## src/include/twp_pkg.sv

```systemverilog
/*
 Package for the trigger window processor: record layout, tags, widths and state types.
 Assumes a 16-bit data path toward the processing memory with two flag bits above it.
*/
package twp_pkg;
   // Memory word: two flag bits above a 16-bit payload
   localparam int TWP_WORD_W = 18;
   localparam int TWP_SAMPLE_W = 12;
   localparam int TWP_SUM_W = 19;
   localparam int TWP_ADDR_W = 11;
   localparam int TWP_POS_W = 10;
   localparam int TWP_TRIG_W = 27;
   localparam int TWP_TS_W = 48;
   // Header words read from the secondary buffer before the samples
   localparam int TWP_TS_WORDS = 4;
   localparam int TWP_TRIG_WORDS = 2;
   localparam int TWP_HDR_WORDS = TWP_TS_WORDS + TWP_TRIG_WORDS;
   localparam int TWP_MAX_PULSES = 4;
   // Tag patterns
   localparam logic [4:0] TWP_TRIG_TAG = 5'h12;
   localparam logic [7:0] TWP_TS_TAG = 8'h98;
   localparam logic [1:0] TWP_FLAG_DATA = 2'h0;
   localparam logic [1:0] TWP_FLAG_NOEVT = 2'h1;
   localparam logic [1:0] TWP_FLAG_PULSE = 2'h2;
   localparam logic [1:0] TWP_FLAG_END = 2'h3;
   // Special words
   localparam logic [17:0] TWP_FILLER = 18'h10000;
   localparam logic [17:0] TWP_END_WORD = 18'h30000;
   localparam logic [17:0] TWP_NOPULSE = 18'h0FFF0;
   localparam logic [17:0] TWP_RAW_END = 18'h3FFFF;
   // Processing options
   typedef enum logic [1:0] {TWP_MODE_RAW, TWP_MODE_SUM, TWP_MODE_TIME} twp_mode_t;
   // Main machine states
   typedef enum {TWP_IDLE, TWP_HDR, TWP_RAW, TWP_SCAN, TWP_PRE, TWP_POST, TWP_PW1, TWP_PW2,
      TWP_NOEV, TWP_CLOSE, TWP_DONE} twp_state_t;
endpackage

```

## src/rtl/twp_core.sv

```systemverilog
/*
 Trigger window processor: reads one buffered window from the secondary buffer and writes
 a formatted record into processing memory in raw, pulse-sum or timing mode.
 Assumes the secondary buffer answers a read address with data on the next clock, and that
 the formatter pulses hostWindowTaken once per window it has read.
*/
// How it works
// RULE_01: Words 0-1 hold tagged trigger number
// RULE_02: Words 2-5 hold tagged 48-bit time stamp
// RULE_03: No event: flags 01, fillers, end marker
// RULE_04: Pulse header: tag, index, crossing position
// RULE_05: Sum split over two words after header
// RULE_06: Max four pulses, then end marker word
// RULE_07: Timing mode: fine time, minimum, peak; the code writes zeros where fine time would go
// RULE_08: Scan whole window; no pulse writes code; the code writes two TWP_FILLER words instead
// RULE_09: No-pulse code tells formatter to suppress; the code never writes TWP_NOPULSE
// RULE_10: Main machine copies header, then dispatches
// RULE_11: Raw copy then processed count increments
// RULE_12: Sample timer counts each sample read
// RULE_13: On crossing write timer, then pre/post
// RULE_14: Pointer back pre count or fewer
// RULE_15: Count pre then post, then stop
// RULE_16: Repeat until window read, then end word
// RULE_17: Counter and pointer clear after window
// RULE_18: Ready count up here, down by host
// RULE_19: Equal count uses full pre count
`timescale 1ns/1ps
module twp_core
   import twp_pkg::*;
#(
   parameter int AW = TWP_ADDR_W,
   parameter int CW = TWP_ADDR_W
) (
   // Clock and reset
   input wire logic ref_clk,
   input wire logic rst_n,
   // Configuration
   input wire logic [1:0] processMode,
   input wire logic [AW-1:0] windowSamples,
   input wire logic [AW-1:0] pre_sample_count,
   input wire logic [AW-1:0] post_sample_count,
   input wire logic [TWP_SAMPLE_W-1:0] energy_threshold,
   // Secondary buffer side
   input wire logic windowPending,
   input wire logic [TWP_WORD_W-1:0] bufData,
   output logic [AW-1:0] window_read_pointer,
   output logic windowDone,
   // Processing memory side
   output logic memWrite,
   output logic [AW-1:0] memAddr,
   output logic [TWP_WORD_W-1:0] memData,
   // Host handshake
   input wire logic hostWindowTaken,
   output logic [CW-1:0] host_ready_window_count
);
   twp_state_t state_r;                    // Main and option machine state
   logic [AW-1:0] rdPtr_r;                 // Secondary buffer read address
   logic [AW-1:0] window_word_counter_r;   // Words taken from this window
   logic [AW-1:0] pulseTimer_r;            // Sample position within window
   logic [AW-1:0] samples_before_crossing_count_r; // Samples seen before crossing
   logic [AW-1:0] pre_sample_counter_r;    // Pre-crossing samples summed
   logic [AW-1:0] post_sample_counter_r;   // Post-crossing samples summed
   logic [AW-1:0] preTarget_r;             // Pre samples actually available
   logic [AW-1:0] resume_r;                // Where to continue the scan
   logic [1:0] pulseIdx_r;                 // Pulse index in record
   logic [2:0] pulseCnt_r;                 // Pulses found so far
   logic [TWP_SUM_W-1:0] sum_r;            // Running pulse sum
   logic [AW-1:0] wrAddr_r;                // Next memory address
   logic [47:0] ts_r;                      // Captured time stamp
   logic [26:0] trig_r;                    // Captured trigger number
   logic rdValid_r;                        // Buffer data valid this cycle
   logic [AW-1:0] rdIdx_r;                 // Buffer address of data in flight
   logic memWrite_r;
   logic [AW-1:0] memAddr_r;
   logic [TWP_WORD_W-1:0] memData_r;
   logic windowDone_r;
   logic [CW-1:0] hostCnt_r;
   logic [TWP_SAMPLE_W-1:0] pulsePeak;
   logic [TWP_SAMPLE_W-1:0] pulseMin;
   logic [AW-1:0] lastWord;
   logic [TWP_SAMPLE_W-1:0] sample;
   logic crossing;

   assign lastWord = AW'(TWP_HDR_WORDS) + windowSamples;
   assign sample = bufData[TWP_SAMPLE_W-1:0];
   assign crossing = rdValid_r && (sample > energy_threshold);

   // Build one memory word with flags and payload
   function automatic logic [TWP_WORD_W-1:0] mkWord(input logic [1:0] f, input logic [15:0] p);
      return {f, p};
   endfunction

   // Timing-mode peak/minimum tracker
   twp_pulse_track #(.SW(TWP_SAMPLE_W)) uTrack (
      .ref_clk(ref_clk),
      .rst_n(rst_n),
      .clear(state_r == TWP_SCAN && crossing),
      .valid(rdValid_r && (state_r == TWP_PRE || state_r == TWP_POST)),
      .sample(sample),
      .pulsePeak(pulsePeak),
      .pulseMin(pulseMin)
   );

   // Read request tracking: data arrives one clock after the address
   always_ff @(posedge ref_clk) begin
      if (!rst_n) begin
         rdValid_r <= 1'b0;
         rdIdx_r <= '0;
      end else begin
         rdValid_r <= (state_r == TWP_HDR || state_r == TWP_RAW || state_r == TWP_SCAN ||
            state_r == TWP_PRE || state_r == TWP_POST) && !rdValid_r;
         rdIdx_r <= rdPtr_r;
      end
   end

   // Main machine with the option machines folded in
   always_ff @(posedge ref_clk) begin
      if (!rst_n) begin
         state_r <= TWP_IDLE;
         rdPtr_r <= '0;
         window_word_counter_r <= '0;
         pulseTimer_r <= '0;
         samples_before_crossing_count_r <= '0;
         pre_sample_counter_r <= '0;
         post_sample_counter_r <= '0;
         preTarget_r <= '0;
         resume_r <= '0;
         pulseIdx_r <= '0;
         pulseCnt_r <= '0;
         sum_r <= '0;
         wrAddr_r <= '0;
         ts_r <= '0;
         trig_r <= '0;
         memWrite_r <= 1'b0;
         memAddr_r <= '0;
         memData_r <= '0;
         windowDone_r <= 1'b0;
      end else begin
         memWrite_r <= 1'b0;
         windowDone_r <= 1'b0;
         unique case (state_r)
            TWP_IDLE: begin
               if (windowPending) begin
                  state_r <= TWP_HDR; // RULE_10
                  rdPtr_r <= '0;
                  wrAddr_r <= '0;
                  pulseCnt_r <= '0;
                  pulseIdx_r <= '0;
               end
            end
            // Gather time stamp and trigger words
            TWP_HDR: begin
               if (!rdValid_r) begin
                  rdPtr_r <= rdPtr_r + AW'(1);
               end else begin
                  window_word_counter_r <= window_word_counter_r + AW'(1);
                  case (rdIdx_r)
                     AW'(0): ts_r[47:36] <= bufData[11:0];
                     AW'(1): ts_r[35:24] <= bufData[11:0];
                     AW'(2): ts_r[23:12] <= bufData[11:0];
                     AW'(3): ts_r[11:0] <= bufData[11:0];
                     AW'(4): trig_r[26:14] <= bufData[12:0];
                     default: trig_r[13:0] <= bufData[13:0];
                  endcase
                  if (rdIdx_r == AW'(TWP_HDR_WORDS - 1)) begin
                     pulseTimer_r <= '0;
                     samples_before_crossing_count_r <= '0;
                     wrAddr_r <= AW'(TWP_HDR_WORDS);
                     state_r <= (processMode == TWP_MODE_RAW) ? TWP_RAW : TWP_SCAN;
                  end
               end
            end
            // Raw copy of every sample
            TWP_RAW: begin
               if (!rdValid_r) begin
                  rdPtr_r <= rdPtr_r + AW'(1);
               end else begin
                  window_word_counter_r <= window_word_counter_r + AW'(1);
                  memWrite_r <= 1'b1; // RULE_11
                  memAddr_r <= wrAddr_r;
                  memData_r <= mkWord(TWP_FLAG_DATA, 16'(bufData[15:0]));
                  wrAddr_r <= wrAddr_r + AW'(1);
                  if (window_word_counter_r + AW'(1) == lastWord) begin
                     state_r <= TWP_CLOSE;
                  end
               end
            end
            // Search for a threshold crossing
            TWP_SCAN: begin
               if (!rdValid_r) begin
                  if (window_word_counter_r == lastWord) begin
                     state_r <= (pulseCnt_r == 3'h0) ? TWP_NOEV : TWP_CLOSE; // RULE_16
                  end else begin
                     rdPtr_r <= rdPtr_r + AW'(1);
                  end
               end else begin
                  window_word_counter_r <= window_word_counter_r + AW'(1);
                  pulseTimer_r <= pulseTimer_r + AW'(1); // RULE_12
                  samples_before_crossing_count_r <= samples_before_crossing_count_r + AW'(1);
                  if (crossing && pulseCnt_r < 3'(TWP_MAX_PULSES)) begin
                     memWrite_r <= 1'b1; // RULE_13
                     memAddr_r <= wrAddr_r;
                     memData_r <= mkWord(TWP_FLAG_PULSE,
                        {4'h0, pulseIdx_r, pulseTimer_r[TWP_POS_W-1:0]}); // RULE_04
                     wrAddr_r <= wrAddr_r + AW'(1);
                     // Back up by pre count or what is available
                     if (samples_before_crossing_count_r >= pre_sample_count) begin
                        rdPtr_r <= rdIdx_r - pre_sample_count; // RULE_14 RULE_19
                        preTarget_r <= pre_sample_count;
                     end else begin
                        rdPtr_r <= rdIdx_r - samples_before_crossing_count_r; // RULE_14
                        preTarget_r <= samples_before_crossing_count_r;
                     end
                     resume_r <= rdIdx_r;
                     pre_sample_counter_r <= '0;
                     post_sample_counter_r <= '0;
                     sum_r <= '0;
                     state_r <= TWP_PRE;
                  end
               end
            end
            // Sum the samples before the crossing
            TWP_PRE: begin
               if (pre_sample_counter_r == preTarget_r) begin
                  state_r <= TWP_POST; // RULE_15
                  // This slot issues a read; step on so the crossing is summed once
                  rdPtr_r <= rdPtr_r + AW'(1);
               end else if (!rdValid_r) begin
                  rdPtr_r <= rdPtr_r + AW'(1);
               end else begin
                  sum_r <= sum_r + TWP_SUM_W'(sample);
                  pre_sample_counter_r <= pre_sample_counter_r + AW'(1);
               end
            end
            // Sum the crossing sample and those after it
            TWP_POST: begin
               if (post_sample_counter_r == post_sample_count + AW'(1) ||
                  rdIdx_r == lastWord) begin
                  state_r <= TWP_PW1; // RULE_15
               end else if (!rdValid_r) begin
                  rdPtr_r <= rdPtr_r + AW'(1);
               end else begin
                  sum_r <= sum_r + TWP_SUM_W'(sample);
                  post_sample_counter_r <= post_sample_counter_r + AW'(1);
               end
            end
            // First data word of the pulse
            TWP_PW1: begin
               memWrite_r <= 1'b1;
               memAddr_r <= wrAddr_r;
               wrAddr_r <= wrAddr_r + AW'(1);
               if (processMode == TWP_MODE_TIME) begin
                  memData_r <= mkWord(TWP_FLAG_DATA, {2'h0, 6'h00, pulseMin[11:4]}); // RULE_07
               end else begin
                  memData_r <= mkWord(TWP_FLAG_DATA, sum_r[18:3]); // RULE_05
               end
               state_r <= TWP_PW2;
            end
            // Second data word, then resume the scan after the crossing
            TWP_PW2: begin
               memWrite_r <= 1'b1;
               memAddr_r <= wrAddr_r;
               wrAddr_r <= wrAddr_r + AW'(1);
               if (processMode == TWP_MODE_TIME) begin
                  memData_r <= mkWord(TWP_FLAG_DATA, {pulseMin[3:0], pulsePeak}); // RULE_07
               end else begin
                  memData_r <= mkWord(TWP_FLAG_DATA, {13'h0000, sum_r[2:0]}); // RULE_05
               end
               pulseIdx_r <= pulseIdx_r + 2'h1; // RULE_06
               pulseCnt_r <= pulseCnt_r + 3'h1;
               rdPtr_r <= resume_r + AW'(1);
               state_r <= TWP_SCAN;
            end
            // No crossing: fillers then end marker
            TWP_NOEV: begin
               memWrite_r <= 1'b1;
               memAddr_r <= wrAddr_r;
               memData_r <= TWP_FILLER; // RULE_03 RULE_08 RULE_09
               wrAddr_r <= wrAddr_r + AW'(1);
               if (wrAddr_r == AW'(TWP_HDR_WORDS + 1)) begin
                  state_r <= TWP_CLOSE;
               end
            end
            // End-of-record word
            TWP_CLOSE: begin
               memWrite_r <= 1'b1;
               memAddr_r <= wrAddr_r;
               memData_r <= (processMode == TWP_MODE_RAW) ? TWP_RAW_END : TWP_END_WORD; // RULE_06
               state_r <= TWP_DONE;
            end
            // Write header words last, flags depending on result
            default: begin
               memWrite_r <= 1'b1;
               memAddr_r <= wrAddr_r;
               wrAddr_r <= wrAddr_r + AW'(1);
               if (wrAddr_r > AW'(TWP_HDR_WORDS)) begin
                  wrAddr_r <= '0;
                  memWrite_r <= 1'b0;
               end else begin
                  case (wrAddr_r)
                     AW'(0): memData_r <= mkWord(TWP_FLAG_DATA, {TWP_TRIG_TAG, trig_r[26:16]}); // RULE_01
                     AW'(1): memData_r <= mkWord(TWP_FLAG_DATA, trig_r[15:0]); // RULE_01
                     AW'(2): memData_r <= mkWord(TWP_FLAG_DATA, {TWP_TS_TAG, ts_r[47:40]}); // RULE_02
                     AW'(3): memData_r <= mkWord(TWP_FLAG_DATA, ts_r[39:24]); // RULE_02
                     AW'(4): memData_r <= mkWord((pulseCnt_r == 3'h0 && processMode != TWP_MODE_RAW)
                        ? TWP_FLAG_NOEVT : TWP_FLAG_DATA, {8'h00, ts_r[23:16]}); // RULE_02 RULE_03
                     default: memData_r <= mkWord((pulseCnt_r == 3'h0 && processMode != TWP_MODE_RAW)
                        ? TWP_FLAG_NOEVT : TWP_FLAG_DATA, ts_r[15:0]); // RULE_03
                  endcase
                  if (wrAddr_r == AW'(TWP_HDR_WORDS - 1)) begin
                     state_r <= TWP_IDLE;
                     windowDone_r <= 1'b1;
                     rdPtr_r <= '0; // RULE_17
                     window_word_counter_r <= '0; // RULE_17
                  end
               end
            end
         endcase
         if (state_r == TWP_CLOSE) begin
            wrAddr_r <= '0;
         end
      end
   end

   // Ready-window count; a simultaneous up and down cancel
   always_ff @(posedge ref_clk) begin
      if (!rst_n) begin
         hostCnt_r <= '0;
      end else if (windowDone_r && !hostWindowTaken) begin
         hostCnt_r <= hostCnt_r + CW'(1); // RULE_18
      end else if (!windowDone_r && hostWindowTaken && hostCnt_r != '0) begin
         hostCnt_r <= hostCnt_r - CW'(1); // RULE_18
      end
   end

   // Assertions
   counter_ok_a: assert property (@(posedge ref_clk) disable iff (!rst_n)
      windowDone_r |=> window_word_counter_r == '0) else $error("counter not cleared"); // RULE_17
   host_up_a: assert property (@(posedge ref_clk) disable iff (!rst_n)
      windowDone_r && !hostWindowTaken |=> hostCnt_r == $past(hostCnt_r) + CW'(1))
      else $error("ready count missed"); // RULE_18
   pulse_hdr_a: assert property (@(posedge ref_clk) disable iff (!rst_n)
      state_r == TWP_SCAN && crossing && pulseCnt_r < 3'h4 |=> memWrite_r &&
      memData_r[17:16] == TWP_FLAG_PULSE) else $error("pulse header missing"); // RULE_04
   pulse_cap_a: assert property (@(posedge ref_clk) disable iff (!rst_n)
      pulseCnt_r <= 3'h4) else $error("too many pulses"); // RULE_06
   pre_limit_a: assert property (@(posedge ref_clk) disable iff (!rst_n)
      state_r == TWP_PRE |-> pre_sample_counter_r <= preTarget_r)
      else $error("pre count overrun"); // RULE_15
   timer_step_a: assert property (@(posedge ref_clk) disable iff (!rst_n)
      state_r == TWP_SCAN && rdValid_r |=> pulseTimer_r == $past(pulseTimer_r) + AW'(1))
      else $error("timer not counting"); // RULE_12
   noev_fill_a: assert property (@(posedge ref_clk) disable iff (!rst_n)
      state_r == TWP_NOEV |=> memData_r == TWP_FILLER) else $error("filler wrong"); // RULE_03
   dispatch_a: assert property (@(posedge ref_clk) disable iff (!rst_n)
      state_r == TWP_IDLE && windowPending |=> state_r == TWP_HDR)
      else $error("no dispatch"); // RULE_10
   cov_pulse_c: cover property (@(posedge ref_clk) state_r == TWP_PW2);
   cov_noev_c: cover property (@(posedge ref_clk) state_r == TWP_NOEV);
   cov_raw_c: cover property (@(posedge ref_clk) state_r == TWP_RAW && rdValid_r);

   assign window_read_pointer = rdPtr_r;
   assign windowDone = windowDone_r;
   assign memWrite = memWrite_r;
   assign memAddr = memAddr_r;
   assign memData = memData_r;
   assign host_ready_window_count = hostCnt_r;
endmodule

```

## src/rtl/twp_pulse_track.sv

```systemverilog
/*
 Peak and minimum tracker for one pulse; feeds the timing-mode record words.
 Assumes samples arrive one per clock while valid is high, cleared at each pulse start.
*/
`timescale 1ns/1ps
module twp_pulse_track
   import twp_pkg::*;
#(
   parameter int SW = TWP_SAMPLE_W
) (
   // Clock and reset
   input wire logic ref_clk,
   input wire logic rst_n,
   // Control
   input wire logic clear,
   input wire logic valid,
   input wire logic [SW-1:0] sample,
   // Results
   output logic [SW-1:0] pulsePeak,
   output logic [SW-1:0] pulseMin
);
   logic [SW-1:0] peak_r; // Largest sample since clear
   logic [SW-1:0] min_r;  // Smallest sample since clear
   // Track extremes
   always_ff @(posedge ref_clk) begin
      if (!rst_n || clear) begin
         peak_r <= '0;
         min_r <= '1;
      end else if (valid) begin
         if (sample > peak_r) begin
            peak_r <= sample;
         end
         if (sample < min_r) begin
            min_r <= sample;
         end
      end
   end
   assign pulsePeak = peak_r;
   assign pulseMin = min_r;
endmodule

```

## config.mk

```make
export PLATFORM = sky130hd
export DESIGN_NAME = twp_core
export DESIGN_NICKNAME = d
export VERILOG_FILES = /design/src/include/twp_pkg.sv /design/src/rtl/twp_core.sv /design/src/rtl/twp_pulse_track.sv
export SDC_FILE = /design/constraint.sdc
export NUM_CORES = 1
export LEC_CHECK = 0
export BUFFER_PORTS_ARGS = -buffer_cell sky130_fd_sc_hd__clkbuf_2
export CAP_MARGIN = 20
export CORE_MARGIN = 2
export CORE_UTILIZATION = 30
export DETAILED_ROUTE_END_ITERATION = 10
export SYNTH_ARGS = -nofsm -noshare
export SYNTH_HDL_FRONTEND = slang
export SYNTH_SLANG_ARGS = --single-unit
```

## constraint.sdc

```tcl
create_clock -name ref_clk -period 12.6 [get_ports ref_clk]
set_clock_uncertainty 0.2 [all_clocks]
set_input_delay 1.26 -clock ref_clk [delete_from_list [all_inputs] [get_ports ref_clk]]
set_output_delay 1.26 -clock ref_clk [all_outputs]
set_load 0.05 [all_outputs]
```

After elaboration in Yosys (flattened, before gate mapping) --
Index checks and enable logic that the tools add are counted.
Word-level totals: bits in registers 308, latch bits 0, bits in writable memories 0, ROM bits 0, bits of input ports 69, memories 0
Operators by class: $add $sub $neg 17, $mul 0, divide/modulo/power cells 0, order comparisons 6, eq/ne operators 54, shift operators 0, multiplexer cells 83, bitwise operators 6, reductions and logical operators 67
Operator list (count):
- $mux W32 | 13
- $mux W11 | 33
- $pmux W32 S10 | 1
- $eq A32 B3 Y1 const B | 6
- $eq A32 B4 Y1 const B | 4
- $pmux W18 S7 | 1
- $add A11 B1 Y11 const B | 10
- $pmux W11 S2 | 5
- $eq A32 B2 Y1 const B | 3
- $mux W19 | 5
- $pmux W17 S5 | 1
- $pmux W11 S7 | 1
- $mux W18 | 4
- $pmux W11 S6 | 1
- $pmux W19 S3 | 1
- $eq A11 B11 Y1 | 5
- $eq A11 B3 Y1 const B | 5
- $mux W16 | 3
- $eq A11 B2 Y1 const B | 4
- $pmux W11 S3 | 1
- $eq A32 B1 Y1 const B | 1
- $eq A32 B5 Y1 const B | 1
- $logic_not A32 Y1 | 1
- $ne A2 B2 Y1 const B | 15
- other kinds (47) | 108

Longest topological paths before layout --
Gate-level depths: netlist (run 1).
word-level depth 6, gate-level depth with buffers 19

Hierarchy --
A second synthesis (run 1) with hierarchy kept.
Second synthesis, totals: cell total of the unflattened synthesis 2091, area, all modules 17440.5 um^2
Modules (own cells, without submodules):
- twp_core | times used 1, cells an instance 1860, area each 15482.3 um^2, seq. area each 5104.9 um^2
- twp_pulse_track | times used 1, cells an instance 231, area each 1958.1 um^2, seq. area each 480.5 um^2

Worst setup path before layout (run 1) --
Ideal clock, no wire load.
path type input-to-reg, start input port pre_sample_count[8], end register rdPtr_r[9] (netlist: window_read_pointer[9]), data arrival time 4.874 ns, data required time 12.270 ns, setup slack 7.396 ns, stages on the path 18, buffers on the path 1, cells stage by stage inv_1 ha_1 a211oi_1 nor2_1 a211o_1 nor2_2 clkbuf_1 nor2_1 a21oi_1 ha_1 a21o_1 a31o_2 maj3_1 a22oi_1 o21bai_1 maj3_1 mux2i_1 a22oi_1
On the way: cells in the longest elaborated chain, start to end 5, elaborated cells between the ends (all ways) 6
RTL lines:
- from (decl) | RTL line twp_core.sv:40 | input wire logic [AW-1:0] pre_sample_count,
- $sub A11 B11 Y11 / $ge A11 B11 Y1 (equally long branches) | RTL line twp_core.sv:208, twp_core.sv:207
- $mux W11 (*) | RTL line twp_core.sv:207 | if (samples_before_crossing_count_r >= pre_sample_count) begin
- $mux W11 (*) | RTL line twp_core.sv:200 | if (crossing && pulseCnt_r < 3'(TWP_MAX_PULSES)) begin
- $mux W11 (*) | RTL line twp_core.sv:190 | if (!rdValid_r) begin
- $pmux W11 S7 (*) | RTL line twp_core.sv:141 | unique case (state_r)
- to (signal assigned) | RTL line twp_core.sv:194 | rdPtr_r <= rdPtr_r + AW'(1);
- to (signal assigned) | RTL line twp_core.sv:208 | rdPtr_r <= rdIdx_r - pre_sample_count;
- to (signal assigned) | RTL line twp_core.sv:211 | rdPtr_r <= rdIdx_r - samples_before_crossing_count_r;
- to (decl) | RTL line twp_core.sv:57 | logic [AW-1:0] rdPtr_r;
Every way passes the cells marked *; elsewhere a longest branch is shown, timed or not. The select of a mux whose other input is x is not followed. A chain may end at the register's enable or synchronous reset.

Final worst setup path (run 1) --
start input port pre_sample_count[8], end register rdPtr_r[8] (netlist: window_read_pointer[8])
The elaborated chain is that of the path after synthesis.

==> results of run 1 <==
==> final cells by class <==
| class | count | share of cell area [%] |
|---|---|---|
| clock inverters | 18 | 1.418 |
| repair buffers | 137 | 3.796 |
| flip-flops and latches | 279 | 28.91 |
| diodes | 2 | 0.02591 |
| well taps | 748 | 4.845 |
| clock buffers | 44 | 5.078 |
| multi-input cells | 1533 | 54.25 |
| inverters | 86 | 1.671 |
==> metrics by stage <==
step	power [W]	hold WS, ns
2_1_floorplan	0.001569	0.2405
3_3_place_gp	0.001776	0.2498
3_5_place_dp	0.001791	0.2575
4_1_cts	0.002904	0.2661
5_1_grt	0.003010	0.2894
6_report	0.002882	0.2643
==> cell usage after synthesis (all sizes together) (33+ instances only) <==
library cell  count  area share (%)
a21boi           36             1.6
a21oi           103             3.1
and2             33             1.2
and3             34             1.3
clkbuf          105             2.3
dfxtp           279              33
ha               88             6.6
inv              86             1.9
mux2i            92             5.5
nand2           195             4.4
nand3            55             1.6
nor2            153             3.5
nor2b           105             3.9
o21ai            89             2.7
xnor2            97             5.1
xor2             53             2.8
==> cells by family after synthesis <==
family                   Yosys count  share of synthesized area (%)
AND/OR/NAND/NOR                  726                          21.93
AO/OA/AOI/OAI                    468                          19.41
flip-flops                       279                          33.27
buffers and inverters            205                          4.673
XOR/XNOR                         151                          8.004
multiplexers                      94                          5.619
adder cells (fa/ha/maj)           94                          7.095
==> final timing paths <==
path,start,endpoint,slack (ns),cells past startpoint
min,ts_r[5],ts_r[5],0.26,2
max reg2reg,samples_before_crossing_count_r[8],window_read_pointer[8],7.93,16
min reg2reg,ts_r[5],ts_r[5],0.26,2
max,pre_sample_count[8],window_read_pointer[8],7.48,18
==> flip-flops by register name, indices dropped and copies added (netlist names) <==
| name | flops |
|---|---|
| host_ready_window_count | 11 |
| memAddr | 11 |
| memData | 18 |
| memWrite | 1 |
| post_sample_counter_r | 11 |
| preTarget_r | 11 |
| pre_sample_counter_r | 11 |
| pulseCnt_r | 3 |
| pulseIdx_r | 2 |
| pulseTimer_r | 10 |
| rdIdx_r | 11 |
| rdValid_r | 1 |
| resume_r | 11 |
| samples_before_crossing_count_r | 11 |
| state_r | 4 |
| sum_r | 19 |
| trig_r | 27 |
| ts_r | 48 |
| uTrack.pulseMin | 12 |
| uTrack.pulsePeak | 12 |
| windowDone | 1 |
| window_read_pointer | 11 |
| window_word_counter_r | 11 |
| wrAddr_r | 11 |
==> critical path, cell delays in order <==
cell	delay [ns]
clkbuf_2	0.08
inv_1	0.04
ha_1	0.30
a211oi_1	0.25
nor2_1	0.11
a211oi_2	0.41
nand2_1	0.19
o21ai_0	0.33
ha_1	0.26
fa_1	0.24
nor2b_1	0.07
a31oi_1	0.23
a311oi_1	0.16
or3_1	0.42
maj3_1	0.37
a21oi_1	0.19
nor4b_1	0.07
or3_1	0.37
==> report_power, final <==
| group | internal (W) | leakage, nW | switching, W | total, W |
|---|---|---|---|---|
| combinational | 0.000257 | 4.91 | 0.000527 | 0.000784 |
| sequential | 0.000930 | 2.25 | 0.0000664 | 0.000996 |
| clock | 0.000679 | 0.608 | 0.000422 | 0.00110 |
==> layer usage <==
layer  global-route usage, %  up-vias
met5                       0        -
met4                   6.305        0
met3                   2.779       88
met2                   28.00      430
met1                   22.19     7266
li1                        -     7289
==> run metrics, run 1 <==
total number of vias=15070; routed wl met2=about 23 mm; HP Class=reg2reg; Worst Path Required=12.83 ns; max layer used=met4; core area=about 55000 µm²; pwr dens=roughly 150 nW/µm²; Remaining DRCs=0; max-cap violation count=0; TNS Setup=0 ns; vias in the first global route=~14000; Final Hold Fails=0; drt wl/cell=around 18 µm; first-pass GRT wire length=slightly below 80 mm; Setup violations, final=0; Die W=240.6 µm; RSZ-0062 raised after global routing=no; root buffer cell=clkbuf_16; CP Capture Type=flip-flop; Longest Clk Path Bufs=3; quantity of hold-fixing buffers added after cts=0; Clock Sinks=roughly 280; peak supply drop=0.00009676 V; Area after DPL=about 18000 µm²; most frequent cells in the layout=279 x dfxtp_1, 195 x nand2_1, 149 x nor2_1; Tot GR Track Use=between 10% and 20%; Tmin final=between 5 and 6 ns; initial drt markers=roughly 1100; Post-Place Worst Slack=~6.9 ns; PortBufs=119; post-route cell area=19320 µm²; run status=finished clean; CTS tree=yes; Worst Slack Setup Final=7.480 ns; layout cell share with drive strength beyond 1=a little over a tenth; GRT overflow=0; I/O pin count=122; routed length on met1=approximately 22 mm; initial antenna violation count=2; fmax=between 0.15 and 0.2 GHz; WP data arrival=between 5 and 6 ns; metal3 WL=slightly below 3 mm; fin. max-slew vios=0; Post-synth EDFFs=0; FF/Latch Area=roughly 5600 µm²; Lkg Pwr=between 7 and 8 nW; Clock Pin Slew Worst Setup and Hold Paths=~0.060 ns; Post-DP HPWL=between 30 and 40 mm; Worst Tran Pin Value=1.158 ns; routed wire length=roughly 50 mm; DIE AREA=~58000 µm²; sequential area share after synthesis=roughly a third; final cycle utilization of the critical path=40.64%; final std cells w/o fill=around 2800; post-route ant nets=0; die height=approximately 240 µm; setup bufs post-CTS=0; Final GP Congestion=around 0.91; worst-path fanout max=6; FF+latch count, synth=279; Ys Warns=0; fillers=between 5000 and 6000; starting density of the core=slightly above 30%; nets=roughly 2200; placed insts=about 2800; Cells after Synth=just over 2000; Synth Flop Type=dfxtp_1; Area Overhead vs Synth=15.06%; synth unique cells=just over 80; H-tree levels=2; Clk Latency, worst-skew pair=0.56 ns; Core Util, Final=between 30% and 40%; Critical Path Source Type=input port; num rows=86; fraction of registers with async set/reset=0%; post-CTS sizing=0; most common cell after layout, fill and taps aside=dfxtp_1; mapped cell area=16790 µm²; CTS Buf Count=36; average size of a mapped cell=~8.3 µm²; First-pass DRT Iterations=6; post-DR vias/cell=about 5.3; CP Class=in2reg; largest net degree at the start of global routing=about 110; area occupied by multi-input gates=10480 µm²; Rel. slew slack=about 22%; Syn Nets=roughly 2200
Note: power is estimated with default switching activity, not from simulation.
==> run 2, diff against run 1 <==
--- a/config.mk
+++ b/config.mk
@@ -5,6 +5,7 @@
 export SDC_FILE = /design/constraint.sdc
 export NUM_CORES = 1
 export LEC_CHECK = 0
+export ABC_AREA = 1
 export BUFFER_PORTS_ARGS = -buffer_cell sky130_fd_sc_hd__clkbuf_2
 export CAP_MARGIN = 20
 export CORE_MARGIN = 2
==> constraint.sdc (replaced) <==
create_clock -name ref_clk -period 5.2 [get_ports ref_clk]
set_clock_uncertainty 0.2 [all_clocks]
set_input_delay 0.52 -clock ref_clk [delete_from_list [all_inputs] [get_ports ref_clk]]
set_output_delay 0.52 -clock ref_clk [all_outputs]
set_load 0.05 [all_outputs]
==> run 2 against run 1 <==
Net effect: die area increased by 2.2%; register-to-register slack got worse by 6.7 ns; via count increased by 12%; worst setup slack got worse by 6.2 ns; synthesized cell count increased by 25%; critical path type is now reg2reg; highest routed layer unchanged.
==> run metrics, run 2 <==
Synth top area share=~33%; TNS Setup=0 ns; Final Hold Fails=0; post-CTS sizing=0; CTS tree=yes; fraction of registers with async set/reset=0%; Worst Tran Pin Value=just under 1 ns; WP data arrival=~4.2 ns; I/O pin count=about 120; most instantiated cells after synthesis=468 x nand2_1, 339 x inv_1, 279 x dfxtp_1; Worst Path Required=~5.4 ns; Tmin final=3.960 ns; total number of vias=~17000; Clk Latency, worst-skew pair=about 0.57 ns; fmax=about 0.25 GHz; drt wl/cell=~16 µm; Clock Sinks=roughly 280; Final GP Congestion=about 0.92; post-DR vias/cell=4.945; Critical Path Source Type=flip-flop; Top Registers=ts_r: 48 flops, trig_r: 27 flops, sum_r: 19 flops; First-pass DRT Iterations=5; PortBufs=119; post-route ant nets=0; Die W=about 240 µm; GR peak layer=met2; max-cap violation count=0; quantity of hold-fixing buffers added after cts=0; worst-path fanout max=10; mapped cell area=between 15000 and 20000 µm²; Setup violations, final=0; RSZ-0062 raised after global routing=no; max reg flops=48; HP Class=in2reg; Tot GR Track Use=a little under a fifth; GRT met3 Usage=under 10%; run status=finished clean; Core Util, Final=a little over a third; H-tree levels=2; routed wire length=approximately 55 mm; setup bufs post-CTS=0; sequential area share after synthesis=32.53%; pwr dens=just under 400 nW/µm²; largest register by flop count=ts_r; CP Class=reg2reg; Lkg Pwr=8.185 nW; Ys Warns=0; peak supply drop=0.0003840 V; largest net degree at the start of global routing=66; met2 Usage GRT=between 20% and 30%; first-pass GRT wire length=85.58 mm; root buffer cell=clkbuf_16; Cells after Synth=around 2500; fin. max-slew vios=0; Area Overhead vs Synth=15.46%; layout cell share with drive strength beyond 1=around a tenth; post-synth top area cell=dfxtp_1; Synth Flop Type=dfxtp_1; Worst R2R Setup Slack=1.24 ns; final cycle utilization of the critical path=between 70 and 80%; nets=around 2800; Remaining DRCs=0; starting density of the core=~30%; average size of a mapped cell=just under 7 µm²; initial antenna violation count=0; initial drt markers=between 1000 and 1500; synth unique cells=between 60 and 70; most common cell after layout, fill and taps aside=nand2_1; multiplexer share of the synthesized area=0%; synth top area cells=dfxtp_1 33%, nand2_1 10%, inv_1 7.4%, a21oi_1 7.2%, ha_1 6.4%; most frequent cells in the layout=468 x nand2_1, 338 x inv_1, 279 x dfxtp_1; die height=243.2 µm; Post-synth EDFFs=0; core area=56500 µm²; Longest Clk Path Bufs=3; DIE AREA=59160 µm²; Post-DP HPWL=41.16 mm; most common cell in the netlist=nand2_1; Synth Area in Simple Gates=25.56%; CP Capture Type=flip-flop; FF+latch count, synth=between 200 and 300; Syn Nets=between 2000 and 3000; Compound-Gate Fraction of Synth Area=around a fifth; GRT met1 Usage=roughly 24%; Clock Pin Slew Worst Setup and Hold Paths=0.06 ns; Synth Area in XOR/XNOR=4.773%; num rows=slightly below 90; vias in the first global route=roughly 15000; largest family of logic cells by synthesized area=simple AND/OR/NAND/NOR gates; Adder-Cell Fraction of Synth Area=between 6 and 7%; Rel. slew slack=33.60%; GRT overflow=0; Antenna Cells=0; CTS Buf Count=36
==> run 2: changes by cell type after synthesis, moves of 31 or more <==
cell,previous run,this run
a211oi_1,12,59
a21boi_0,36,3
a21oi_1,102,246
and2_1,33,0
and3_1,34,3
clkbuf_1,105,60
inv_1,86,339
mux2i_1,92,0
nand2_1,195,468
nand3_1,55,95
nor2_1,150,258
nor2b_1,105,0
o21ai_0,86,199
xnor2_1,97,23
==> run 2: cell families after synthesis <==
| kind of cell | Yosys count |
|---|---|
| compound gates | 618 |
| buf+inv | 441 |
| flops | 279 |
| fa+ha+maj | 91 |
| xor+xnor | 91 |
| simple gates | 1001 |
==> run 2: where the power goes <==
group,total [W],switching (W),leakage (nW),internal [W]
Clock,0.00267,0.00104,0.608,0.00163
Combinational,0.00251,0.00186,5.32,0.000656
Sequential,0.00245,0.000143,2.26,0.00231
Total,0.00763,0.00304,8.18,0.00459
==> run 2: area by class of cell <==
cell class | count | area [µm²]
fillers | 6025 | 36670
repair buffers | 142 | 770.7
clock buffers | 49 | 1010
clock inverters | 15 | 246.5
inverters | 361 | 1361
flip-flops and latches | 279 | 5585
well taps | 756 | 945.9
multi-input cells | 1801 | 9905
==> run 2: worst paths after layout <==
path	startpoint	endpoint	cells after the start
worst max-delay path	samples_before_crossing_count_r[8]	window_read_pointer[8]	22
worst min-delay path	bufData[12]	trig_r[26]	3
worst max register to register	samples_before_crossing_count_r[8]	window_read_pointer[8]	22
worst min register to register	trig_r[13]	trig_r[13]	2
==> run 2: metrics by stage <==
| stage | hold slack [ns] | worst slack (ns) | total power (W) | instances | cell area (µm²) |
|---|---|---|---|---|---|
| floorplan | 0.2271 | 1.591 | 0.004226 | 2521 | 17170 |
| global placement | 0.2454 | 0.9953 | 0.004979 | 3339 | 18570 |
| detailed placement | 0.2451 | 0.9581 | 0.004979 | 3339 | 18570 |
| CTS | 0.04969 | 1.263 | 0.007684 | 3403 | 19820 |
| global route | 0.07598 | 0.9520 | 0.008050 | 3403 | 19820 |
| finish | 0.06434 | 1.240 | 0.007633 | 3403 | 19820 |
==> run 2: routing by layer <==
| metal | wire length [µm] | vias up |
|---|---|---|
| li1 | - | 8627 |
| met1 | 25050 | 7592 |
| met2 | 24440 | 508 |
| met3 | 3709 | 102 |
| met4 | 2006 | 0 |
| met5 | 0 | - |
==> run 2: critical path, stage by stage (launching register included) <==
cell and delay [ns]:
dfxtp_1 0.41, ha_1 0.29, nand2_1 0.08, nand2_1 0.04
a21oi_1 0.15, nand2_1 0.09, nor2_2 0.23, nand2_1 0.23
o21ai_0 0.55, inv_1 0.14, fa_1 0.40, inv_1 0.08
nand3_1 0.10, nand2_1 0.12, nand3_1 0.09, nand2_1 0.15
nand2_1 0.09, nand3_1 0.08, nand3_1 0.12, nand2_1 0.09
nand2_1 0.04, nand2_1 0.05, nand2_1 0.04
